File: src/verilog/unvm_params.svh
// Constants of the user nonvolatile byte store and its read port.
// Assumes a single 25 MHz system clock; included by its bare name.
`ifndef UNVM_PARAMS_SVH
`define UNVM_PARAMS_SVH

// --------------------------------------------------------------------------
// Geometry
// --------------------------------------------------------------------------
`define UNVM_TOTAL_BITS     1024
`define UNVM_BANKS          8
`define UNVM_BANK_BITS      128
`define UNVM_BYTES_PER_BANK 16
`define UNVM_ADDR_W         7
`define UNVM_BANK_W         3
`define UNVM_BYTE_W         4
`define UNVM_ADDR_BANK_MSB  6
`define UNVM_ADDR_BANK_LSB  4
`define UNVM_ADDR_BYTE_MSB  3
`define UNVM_ADDR_BYTE_LSB  0
`define UNVM_ERASED_BANK    128'hffffffff_ffffffff_ffffffff_ffffffff
`define UNVM_RD_RESET       8'h00

// --------------------------------------------------------------------------
// Programming sequence timing
// --------------------------------------------------------------------------
`define UNVM_CLK_PERIOD_NS  40
`define UNVM_ERASE_TIME_NS  640
`define UNVM_WRITE_TIME_NS  320
`define UNVM_ERASE_CYCLES   (8'((`UNVM_ERASE_TIME_NS + `UNVM_CLK_PERIOD_NS - 1) / `UNVM_CLK_PERIOD_NS))
`define UNVM_WRITE_CYCLES   (8'((`UNVM_WRITE_TIME_NS + `UNVM_CLK_PERIOD_NS - 1) / `UNVM_CLK_PERIOD_NS))
`define UNVM_SHIFT_FULL     8'h80
`define UNVM_SHIFT_SAT      8'h81
`define UNVM_CNT_ZERO       8'h00
`define UNVM_CNT_ONE        8'h01

// --------------------------------------------------------------------------
// Synchroniser bit positions of the test-port pins
// --------------------------------------------------------------------------
`define UNVM_SYNC_W         7
`define UNVM_SYNC_TCK       0
`define UNVM_SYNC_TDI       1
`define UNVM_SYNC_SEL       2
`define UNVM_SYNC_UPD       3
`define UNVM_SYNC_BANK_LSB  4
`define UNVM_SYNC_BANK_MSB  6

`endif

File: src/verilog/unvm_pkg.sv
// Types shared by the user nonvolatile store and its read port.
// Assumes unvm_params.svh is on the include path.
`default_nettype none
`include "unvm_params.svh"

package unvm_pkg;

  typedef logic [`UNVM_ADDR_W-1:0]    unvm_addr_t;
  typedef logic [`UNVM_BANK_W-1:0]    unvm_bank_t;
  typedef logic [`UNVM_BYTE_W-1:0]    unvm_byte_idx_t;
  typedef logic [`UNVM_BANK_BITS-1:0] unvm_bank_bits_t;

  typedef enum logic [1:0] {
    UNVM_ST_IDLE  = 2'b00,
    UNVM_ST_ERASE = 2'b01,
    UNVM_ST_WRITE = 2'b10
  } unvm_state_t;

endpackage

`default_nettype wire
File: src/verilog/unvm_bank_store.sv
// Eight banks of 128 bits with whole-bank erase and write and a byte read mux.
// Assumes the caller raises at most one of erase or write per cycle.
`timescale 1ns/1ps
`default_nettype none
`include "unvm_params.svh"

module unvm_bank_store
  import unvm_pkg::*;
(
  input  wire logic            clk_sys,   // System clock.
  input  wire logic            erase_stb, // Erase the selected bank to all ones.
  input  wire logic            write_stb, // Program the selected bank.
  input  wire unvm_bank_t      wr_bank,   // Bank being erased or programmed.
  input  wire unvm_bank_bits_t wr_bits,   // New bank contents.
  input  wire unvm_addr_t      rd_addr,   // Captured read address.
  output logic [7:0]           rd_byte    // Selected byte, combinational.
);

  // --------------------------------------------------------------------------
  // Address decode
  // --------------------------------------------------------------------------
  function automatic unvm_bank_t addr_bank(input unvm_addr_t a);
    addr_bank = a[`UNVM_ADDR_BANK_MSB:`UNVM_ADDR_BANK_LSB];
  endfunction

  function automatic unvm_byte_idx_t addr_byte(input unvm_addr_t a);
    addr_byte = a[`UNVM_ADDR_BYTE_MSB:`UNVM_ADDR_BYTE_LSB];
  endfunction

  // --------------------------------------------------------------------------
  // Bank storage
  // --------------------------------------------------------------------------
  unvm_bank_bits_t bank_ff [0:`UNVM_BANKS-1];

  genvar b;
  generate
    for (b = 0; b < `UNVM_BANKS; b++) begin : g_bank
      unvm_bank_bits_t nxt_bank;

      // Only the addressed bank moves; the others keep their bits.
      always_comb begin
        nxt_bank = bank_ff[b];
        if (erase_stb && (wr_bank == unvm_bank_t'(b))) begin
          nxt_bank = `UNVM_ERASED_BANK;
        end else if (write_stb && (wr_bank == unvm_bank_t'(b))) begin
          // Programming only clears bits, so a prior erase is required.
          nxt_bank = bank_ff[b] & wr_bits;
        end
      end

      // No reset: the contents model nonvolatile cells and survive it.
      always_ff @(posedge clk_sys) begin
        bank_ff[b] <= nxt_bank;
      end
    end
  endgenerate

  // Byte select within the addressed bank.
  always_comb begin
    rd_byte = bank_ff[addr_bank(rd_addr)][addr_byte(rd_addr)*8 +: 8];
  end

endmodule

`default_nettype wire

File: src/verilog/unvm_byte_read_port.sv
// User nonvolatile byte store: fabric read port and test-port bank programming.
// Assumes rd_addr comes from fabric logic on clk_sys and the test-port pins
// come from outside this clock domain.
//
// Summary of operation
// - Store holds 1,024 nonvolatile bits.
// - Fabric may read but never modify.
// - Eight banks, sixteen bytes each.
// - Programming only through the test port.
// - One bank reprogrammed, others untouched.
// - Reject partial or straddling bank loads.
// - Bank erased automatically before programming.
// - Read address captured on rising edge.
// - Read data valid after same-cycle falling edge.
// - Reads return one aligned whole byte.
// - Address bits 6 to 4 pick bank.
// - Address bits 3 to 0 pick byte.
`timescale 1ns/1ps
`default_nettype none
`include "unvm_params.svh"

module unvm_byte_read_port
  import unvm_pkg::*;
(
  input  wire logic             clk_sys,     // System clock, 25 MHz.
  input  wire logic             resetn,      // Asynchronous reset, active low.
  input  wire logic [6:0]       rd_addr,     // Fabric read address.
  output logic [7:0]            rd_data,     // Fabric read data.
  input  wire logic             tp_tck,      // Test-port shift clock pin.
  input  wire logic             tp_tdi,      // Test-port serial data pin.
  input  wire logic             tp_prog_sel, // Test-port bank program mode pin.
  input  wire logic             tp_update,   // Test-port commit pin.
  input  wire logic [2:0]       tp_bank,     // Test-port target bank pins.
  output logic                  prog_busy,   // Erase or program in progress.
  output logic                  prog_done,   // One-cycle pulse at end of program.
  output logic                  prog_reject  // Last commit rejected.
);

  // --------------------------------------------------------------------------
  // Test-port pin synchronisers
  // --------------------------------------------------------------------------
  logic [`UNVM_SYNC_W-1:0] sync1_ff;
  logic [`UNVM_SYNC_W-1:0] sync2_ff;
  logic [`UNVM_SYNC_W-1:0] nxt_sync1;
  logic [`UNVM_SYNC_W-1:0] nxt_sync2;
  logic                    tck_prev_ff;
  logic                    upd_prev_ff;
  logic                    nxt_tck_prev;
  logic                    nxt_upd_prev;

  // The first stage feeds only the second stage.
  always_comb begin
    nxt_sync1    = {tp_bank, tp_update, tp_prog_sel, tp_tdi, tp_tck};
    nxt_sync2    = sync1_ff;
    nxt_tck_prev = sync2_ff[`UNVM_SYNC_TCK];
    nxt_upd_prev = sync2_ff[`UNVM_SYNC_UPD];
  end

  always_ff @(posedge clk_sys or negedge resetn) begin
    if (!resetn) begin
      sync1_ff    <= '0;
      sync2_ff    <= '0;
      tck_prev_ff <= 1'b0;
      upd_prev_ff <= 1'b0;
    end else begin
      sync1_ff    <= nxt_sync1;
      sync2_ff    <= nxt_sync2;
      tck_prev_ff <= nxt_tck_prev;
      upd_prev_ff <= nxt_upd_prev;
    end
  end

  logic       tck_rise;
  logic       upd_rise;
  logic       sel_s;
  logic       tdi_s;
  unvm_bank_t bank_s;

  // Edges are seen on the second stage only; tck must be slow against clk_sys.
  always_comb begin
    tck_rise = sync2_ff[`UNVM_SYNC_TCK] & ~tck_prev_ff;
    upd_rise = sync2_ff[`UNVM_SYNC_UPD] & ~upd_prev_ff;
    sel_s    = sync2_ff[`UNVM_SYNC_SEL];
    tdi_s    = sync2_ff[`UNVM_SYNC_TDI];
    bank_s   = sync2_ff[`UNVM_SYNC_BANK_MSB:`UNVM_SYNC_BANK_LSB];
  end

  // --------------------------------------------------------------------------
  // Bank load shift register
  // --------------------------------------------------------------------------
  unvm_bank_bits_t shadow_ff;
  unvm_bank_bits_t nxt_shadow;
  logic [7:0]      shift_cnt_ff;
  logic [7:0]      nxt_shift_cnt;
  unvm_state_t     state_ff;
  unvm_state_t     nxt_state;

  // Bits enter at the top so the first bit shifted ends up as bit 0.
  // A load that runs past one bank saturates the count and is rejected later.
  always_comb begin
    nxt_shadow    = shadow_ff;
    nxt_shift_cnt = shift_cnt_ff;
    if (!sel_s) begin
      nxt_shift_cnt = `UNVM_CNT_ZERO;
    end else if (tck_rise && (state_ff == UNVM_ST_IDLE)) begin
      nxt_shadow = {tdi_s, shadow_ff[`UNVM_BANK_BITS-1:1]};
      if (shift_cnt_ff != `UNVM_SHIFT_SAT) begin
        nxt_shift_cnt = shift_cnt_ff + `UNVM_CNT_ONE;
      end
    end else if (upd_rise) begin
      nxt_shift_cnt = `UNVM_CNT_ZERO;
    end
  end

  always_ff @(posedge clk_sys or negedge resetn) begin
    if (!resetn) begin
      shadow_ff    <= '0;
      shift_cnt_ff <= `UNVM_CNT_ZERO;
    end else begin
      shadow_ff    <= nxt_shadow;
      shift_cnt_ff <= nxt_shift_cnt;
    end
  end

  // --------------------------------------------------------------------------
  // Erase and program sequencer
  // --------------------------------------------------------------------------
  logic [7:0] tmr_ff;
  logic [7:0] nxt_tmr;
  unvm_bank_t tgt_bank_ff;
  unvm_bank_t nxt_tgt_bank;
  logic       done_ff;
  logic       nxt_done;
  logic       reject_ff;
  logic       nxt_reject;
  logic       erase_stb;
  logic       write_stb;
  logic       commit_ok;

  // Exactly one full bank must have been shifted in, no more and no fewer.
  always_comb begin
    commit_ok = (shift_cnt_ff == `UNVM_SHIFT_FULL);
  end

  always_comb begin
    nxt_state    = state_ff;
    nxt_tmr      = tmr_ff;
    nxt_tgt_bank = tgt_bank_ff;
    nxt_done     = 1'b0;
    nxt_reject   = reject_ff;
    erase_stb    = 1'b0;
    write_stb    = 1'b0;
    case (state_ff)
      UNVM_ST_IDLE: begin
        if (sel_s && upd_rise) begin
          if (commit_ok) begin
            nxt_state    = UNVM_ST_ERASE;
            nxt_tmr      = `UNVM_ERASE_CYCLES;
            nxt_tgt_bank = bank_s;
            nxt_reject   = 1'b0;
          end else begin
            nxt_reject = 1'b1;
          end
        end
      end
      UNVM_ST_ERASE: begin
        // The erase level is applied on the last erase cycle.
        if (tmr_ff == `UNVM_CNT_ONE) begin
          erase_stb = 1'b1;
          nxt_state = UNVM_ST_WRITE;
          nxt_tmr   = `UNVM_WRITE_CYCLES;
        end else begin
          nxt_tmr = tmr_ff - `UNVM_CNT_ONE;
        end
      end
      UNVM_ST_WRITE: begin
        if (tmr_ff == `UNVM_CNT_ONE) begin
          write_stb = 1'b1;
          nxt_state = UNVM_ST_IDLE;
          nxt_tmr   = `UNVM_CNT_ZERO;
          nxt_done  = 1'b1;
        end else begin
          nxt_tmr = tmr_ff - `UNVM_CNT_ONE;
        end
      end
      default: begin
        nxt_state = UNVM_ST_IDLE;
        nxt_tmr   = `UNVM_CNT_ZERO;
      end
    endcase
  end

  always_ff @(posedge clk_sys or negedge resetn) begin
    if (!resetn) begin
      state_ff    <= UNVM_ST_IDLE;
      tmr_ff      <= `UNVM_CNT_ZERO;
      tgt_bank_ff <= '0;
      done_ff     <= 1'b0;
      reject_ff   <= 1'b0;
    end else begin
      state_ff    <= nxt_state;
      tmr_ff      <= nxt_tmr;
      tgt_bank_ff <= nxt_tgt_bank;
      done_ff     <= nxt_done;
      reject_ff   <= nxt_reject;
    end
  end

  // --------------------------------------------------------------------------
  // Fabric read port
  // --------------------------------------------------------------------------
  unvm_addr_t addr_ff;
  unvm_addr_t nxt_addr;
  logic [7:0] rd_byte;
  logic [7:0] rd_data_ff;
  logic [7:0] nxt_rd_data;

  // Fabric logic is on clk_sys, so the address needs no synchroniser.
  always_comb begin
    nxt_addr = rd_addr;
  end

  always_ff @(posedge clk_sys or negedge resetn) begin
    if (!resetn) begin
      addr_ff <= '0;
    end else begin
      addr_ff <= nxt_addr;
    end
  end

  // The fabric has no write path: the store sees only the sequencer strobes.
  unvm_bank_store unvm_bank_store_inst (
    .clk_sys   (clk_sys),
    .erase_stb (erase_stb),
    .write_stb (write_stb),
    .wr_bank   (tgt_bank_ff),
    .wr_bits   (shadow_ff),
    .rd_addr   (addr_ff),
    .rd_byte   (rd_byte)
  );

  // The selected byte is the next value of the falling-edge output flop.
  always_comb begin
    nxt_rd_data = rd_byte;
  end

  // Output flop on the falling edge gives half a cycle of array access time.
  always_ff @(negedge clk_sys or negedge resetn) begin
    if (!resetn) begin
      rd_data_ff <= `UNVM_RD_RESET;
    end else begin
      rd_data_ff <= nxt_rd_data;
    end
  end

  // Outputs.
  always_comb begin
    rd_data     = rd_data_ff;
    prog_busy   = (state_ff != UNVM_ST_IDLE);
    prog_done   = done_ff;
    prog_reject = reject_ff;
  end

endmodule

`default_nettype wire

File: config.mk
export PLATFORM = sky130hd
export DESIGN_NAME = unvm_byte_read_port
export DESIGN_NICKNAME = d
export VERILOG_FILES = /design/src/verilog/unvm_pkg.sv /design/src/verilog/unvm_bank_store.sv /design/src/verilog/unvm_byte_read_port.sv
export VERILOG_INCLUDE_DIRS = /design/src /design/src/verilog
export SDC_FILE = /design/constraint.sdc
export NUM_CORES = 2
export LEC_CHECK = 0
export BUFFER_PORTS_ARGS = -buffer_cell sky130_fd_sc_hd__clkbuf_2
export CAP_MARGIN = 30
export CORE_ASPECT_RATIO = 1.75
export CORE_UTILIZATION = 25
export DETAILED_ROUTE_END_ITERATION = 7
export GPL_TIMING_DRIVEN = 0
export REMOVE_ABC_BUFFERS = 1
export SLEW_MARGIN = 0
export SYNTH_ARGS = -nofsm -noshare
export SYNTH_HDL_FRONTEND = slang
export SYNTH_SLANG_ARGS = --single-unit
File: constraint.sdc
create_clock -name clk_sys -period 4.7 [get_ports clk_sys]
set_input_delay 0.94 -clock clk_sys [delete_from_list [all_inputs] [get_ports clk_sys]]
set_output_delay 0.94 -clock clk_sys [all_outputs]
set_load 0.05 [all_outputs]
==> results.txt <==
The tightest hold path in the finished design has a slack of 0.191 ns. The basic-gate share of the synthesized area counting and, or, nand and nor cells is 9.27%. The run gives 29.5% as the post-route core utilization. The most used cell along the critical path was sky130_fd_sc_hd__buf_16. The largest stage delay on the critical path was 0.59 ns. The critical path contains buffers and inverters numbering 5 combined.

The commonest non-fill, non-tap cell in the layout was sky130_fd_sc_hd__nand2_1. The standard cell with the maximum stage delay on the critical path is sky130_fd_sc_hd__mux4_2. Setup repair after global routing could not meet its margin everywhere.

The total routing resource utilization after global routing is 14.3%. Root buffer cell: sky130_fd_sc_hd__clkbuf_16. For the count of final setup violators, the log shows 9. Startpoint of the worst register-to-register path: addr_ff[4]. Across all layers, the routed design uses 33428 vias. The worst-case IR drop observed on VDD is 0.000338 V. Between clock sinks in the finished design, the worst skew comes to 0.0575 ns. The synthesized netlist contains 46 unique library cells. For the detailed placer's ending HPWL, the log shows 75800 um.

In this run the vertical extent of the chip is 567 um. The final estimated routing congestion in global placement is 0.705. The synthesized design contains 1206 register bits.

In the layout the commonest cells are 1031 x sky130_fd_sc_hd__nand2_1, 1024 x sky130_fd_sc_hd__dfxtp_1, 1011 x sky130_fd_sc_hd__o21ai_0, 336 x sky130_fd_sc_hd__mux4_2, 168 x sky130_fd_sc_hd__dfrtp_1. Of the cells placed in the final design, the portion with a size suffix greater than 1 is 19.7%. Signed area change from the synthesized netlist to the final layout: 17.4%.

On the critical path the largest part of the delay comes from multiplexers. The initial utilization of the core area, before any placement, comes to 25.1%. The startpoint of the most critical setup path is addr_ff[4]. The main combinational cell family by area after synthesis was multiplexers. The critical path arrival is 3.71 ns, and the share of Yosys cell area claimed by the top area cell type is 44.9%.

Clock tree synthesis found a total of 1206 sinks. Of the post-synthesis cell area, the part taken by muxes is 20.1%. In the synthesized netlist the async set-or-reset flop fraction comes to 15.1%. The run gives 4295 as the gate count of the mapped netlist. The count of nets left with antenna violations once routing finished came out at 0.

The checks that failed: negative setup slack. For this design the static power due to leakage is 25.7 nW. The mean cell area of the mapped netlist works out to 10.6 um2. Number of antenna violations at the first check in global routing: 1. Measured against its own limit, the worst slew margin works out to 37.0%.

For the core area, the log shows 182000 um2. In the final design database the tool counted 4138 nets. The tools report the maximum number of pins on one net before global-route repair as 86. Sequential elements use 54.9% of the synthesized area.

Buffers inserted during clock tree synthesis total 94. The sum of routed wire length over all layers was 135000 um. In the routed layout, each cell is associated on average with a via count of 5.06. The die area is 184000 um2.

Sorting the synthesized cells by area gives the leading types as sky130_fd_sc_hd__dfxtp_1 45%, sky130_fd_sc_hd__mux4_2 17%, sky130_fd_sc_hd__o21ai_0 11%. The count of TritonRoute iterations in the first routing pass was 5; the total power consumption of the routed design was 19.6 mW. Power spread over the standard cell area amounts to 365 nW/um2. Data on the critical path is required at its endpoint by 2.83 ns. After Yosys synthesis, full adders, half adders and majority gates account for 0.137% of the synthesized area. Measured along the x axis, the die boundary spans 325 um. TritonCTS built the clock tree.

For this design, the CTS-stage hold fixing added 0 buffers. The number of cells on the worst reg-to-reg path is 9. Yosys printed 0 warnings.

The tools report the final worst slack as -0.880 ns. The number of enable-type register cells in the synthesized netlist was 0; the final setup TNS was -6.97 ns. Before CTS, the worst setup slack after placement is -2.40 ns. Summed over all layers, the global routing overflow is 0.

In the routed design, unresolved DRC markers number 0. In this run the cell area measured after placement is 49300 um2. The run gives 45600 um2 as the post-synthesis instance area.

Walking the worst path, the cells encountered are buf_16, buf_16, buf_16, buf_8, buf_16, mux4_2, mux4_2, mux4_2, mux2_4. The iteration-0 DRC count of the detailed router was 3119; the post-synthesis share of cell area spent on xor and xnor gates was 0.154%. At the pin with the least slew margin, the transition time is 0.931 ns. The worst setup path is launched from a flip-flop.

The top-level I/O count came out at 27. The commonest register cell after synthesis is sky130_fd_sc_hd__dfxtp_1. The final cell area excluding filler cells was 53600 um2; the clock transition at the register clock pins on the worst setup and hold paths after CTS was 0.07 ns.

The clock tree synthesis step divided the H-tree into 3 levels. In this run the core area contains 207 standard-cell rows. In this run, placement finished with an instance count of 6381. For the number of max-capacitance violations reported, the log shows 0.

The count of final hold-check violations is 0, and the port buffer count is 26. The min-delay analysis places its worst path in the category input port to asynchronous set/reset pin. Of all cell types, the one taking the most synthesized area is sky130_fd_sc_hd__dfxtp_1.

The flow ran to the end, but the final reports show violations. Counting buffers and inverters, the worst setup path is 9 cells deep. STA classifies the critical path endpoint as a flip-flop. The clock latency reported for the late side of the worst-skew pair is 0.69 ns.

The setup path with the least slack is of type flip-flop to flip-flop. Summing the areas of all compound-gate instances in the mapped netlist gives 11.6% of the synthesized area. The tools report the number of global-route vias before repair as 34055. The detailed-route wire length per cell is 20.5 um, and the non-filler instance count after layout is 6602. The first global-routing pass estimated 207000 um of wire. The largest fanout of any net on the critical path is 7, and the maximum buffer depth of the clock tree is 3. The max-slew violation count came out at 0.
-- flip-flops by register name (all words and copies together), names as in the netlist --
signal and flops:
addr_ff 7, nxt_sync2 7, prog_done 1, prog_reject 1, rd_data 8, shadow_ff 128
shift_cnt_ff 8, state_ff 2, sync2_ff 7, tck_prev_ff 1, tgt_bank_ff 3, tmr_ff 8
unvm_bank_store_inst.bank_ff 1024, upd_prev_ff 1
-- layout make-up --
cell class                 count  area [um2]
sequential                  1206       25100
clock buffer                 132        2770
inverter                       7        26.3
clock inverter                45         546
tap                         2403        3010
fill                       18225      128000
antenna                        1        2.50
timing repair buffer         170        3170
multi-input combinational   2638       19000
-- worst register-to-register path, cell delays in order, from the launching register on --
cell	delay [ns]
sky130_fd_sc_hd__dfrtp_4	0.50
sky130_fd_sc_hd__buf_16	0.15
sky130_fd_sc_hd__buf_16	0.14
sky130_fd_sc_hd__buf_16	0.16
sky130_fd_sc_hd__buf_8	0.18
sky130_fd_sc_hd__buf_16	0.14
sky130_fd_sc_hd__mux4_2	0.42
sky130_fd_sc_hd__mux4_2	0.45
sky130_fd_sc_hd__mux4_2	0.59
sky130_fd_sc_hd__mux2_4	0.30
-- cells in the mapped netlist (all sizes together) (3+ instances only) --
master  instances
xor2            6
o21ai        1035
nand3b          3
nand2b          5
mux4          336
o311ai          5
nand3           7
nor3            8
dfrtn           8
nor4b           3
clkbuf        271
nor2           19
buf           173
ha              5
dfxtp        1024
dfrtp         174
nand2        1035
inv             7
mux2          140
-- kinds of logic (layout without fill, tap and decap cells) --
kind of cell | count (synthesis) | count (layout)
DFF | 1206 | 1206
and+or+nand+nor | 1096 | 1096
buffers and inverters | 451 | 354
other | 0 | 1
AOI/OAI and AO/OA | 1052 | 1052
adders and majority gates | 5 | 5
muxes | 477 | 477
xor gates and xnor gates | 8 | 8
-- layer usage --
layer	track usage, %	routed length [um]	part of all wire [%]	vias to the layer above
met5	0	0	0	-
met4	7.35	6530	4.8	0
met3	1.49	8560	6.3	294
met2	25.8	69100	51	1460
met1	16.7	51000	38	17121
li1	-	-	-	14553
-- final timing paths --
path	endpoint	slack, ns
max	rd_data[0]	-0.88
min	shadow_ff[54]	0.19
max reg2reg	rd_data[0]	-0.88
min reg2reg	sync2_ff[3]	0.35
max in group asynchronous	rd_data[2]	1.01
min in group clk_sys	sync2_ff[3]	0.35
-- report_power, final --
part | switching, mW | internal, mW | total, mW
Sequential | 0.127 | 10.3 | 10.4
Clock | 3.94 | 4.67 | 8.61
Combinational | 0.286 | 0.267 | 0.552
-- repair_timing --
item / in CTS / in global routing
setup endpoints to repair: 12 / 11
buffers inserted: 17 / 7
gates resized for setup: 30 / 15
cloned: 19 / 2
pin swaps: 0 / 0
(Power assumes the default switching activity.)
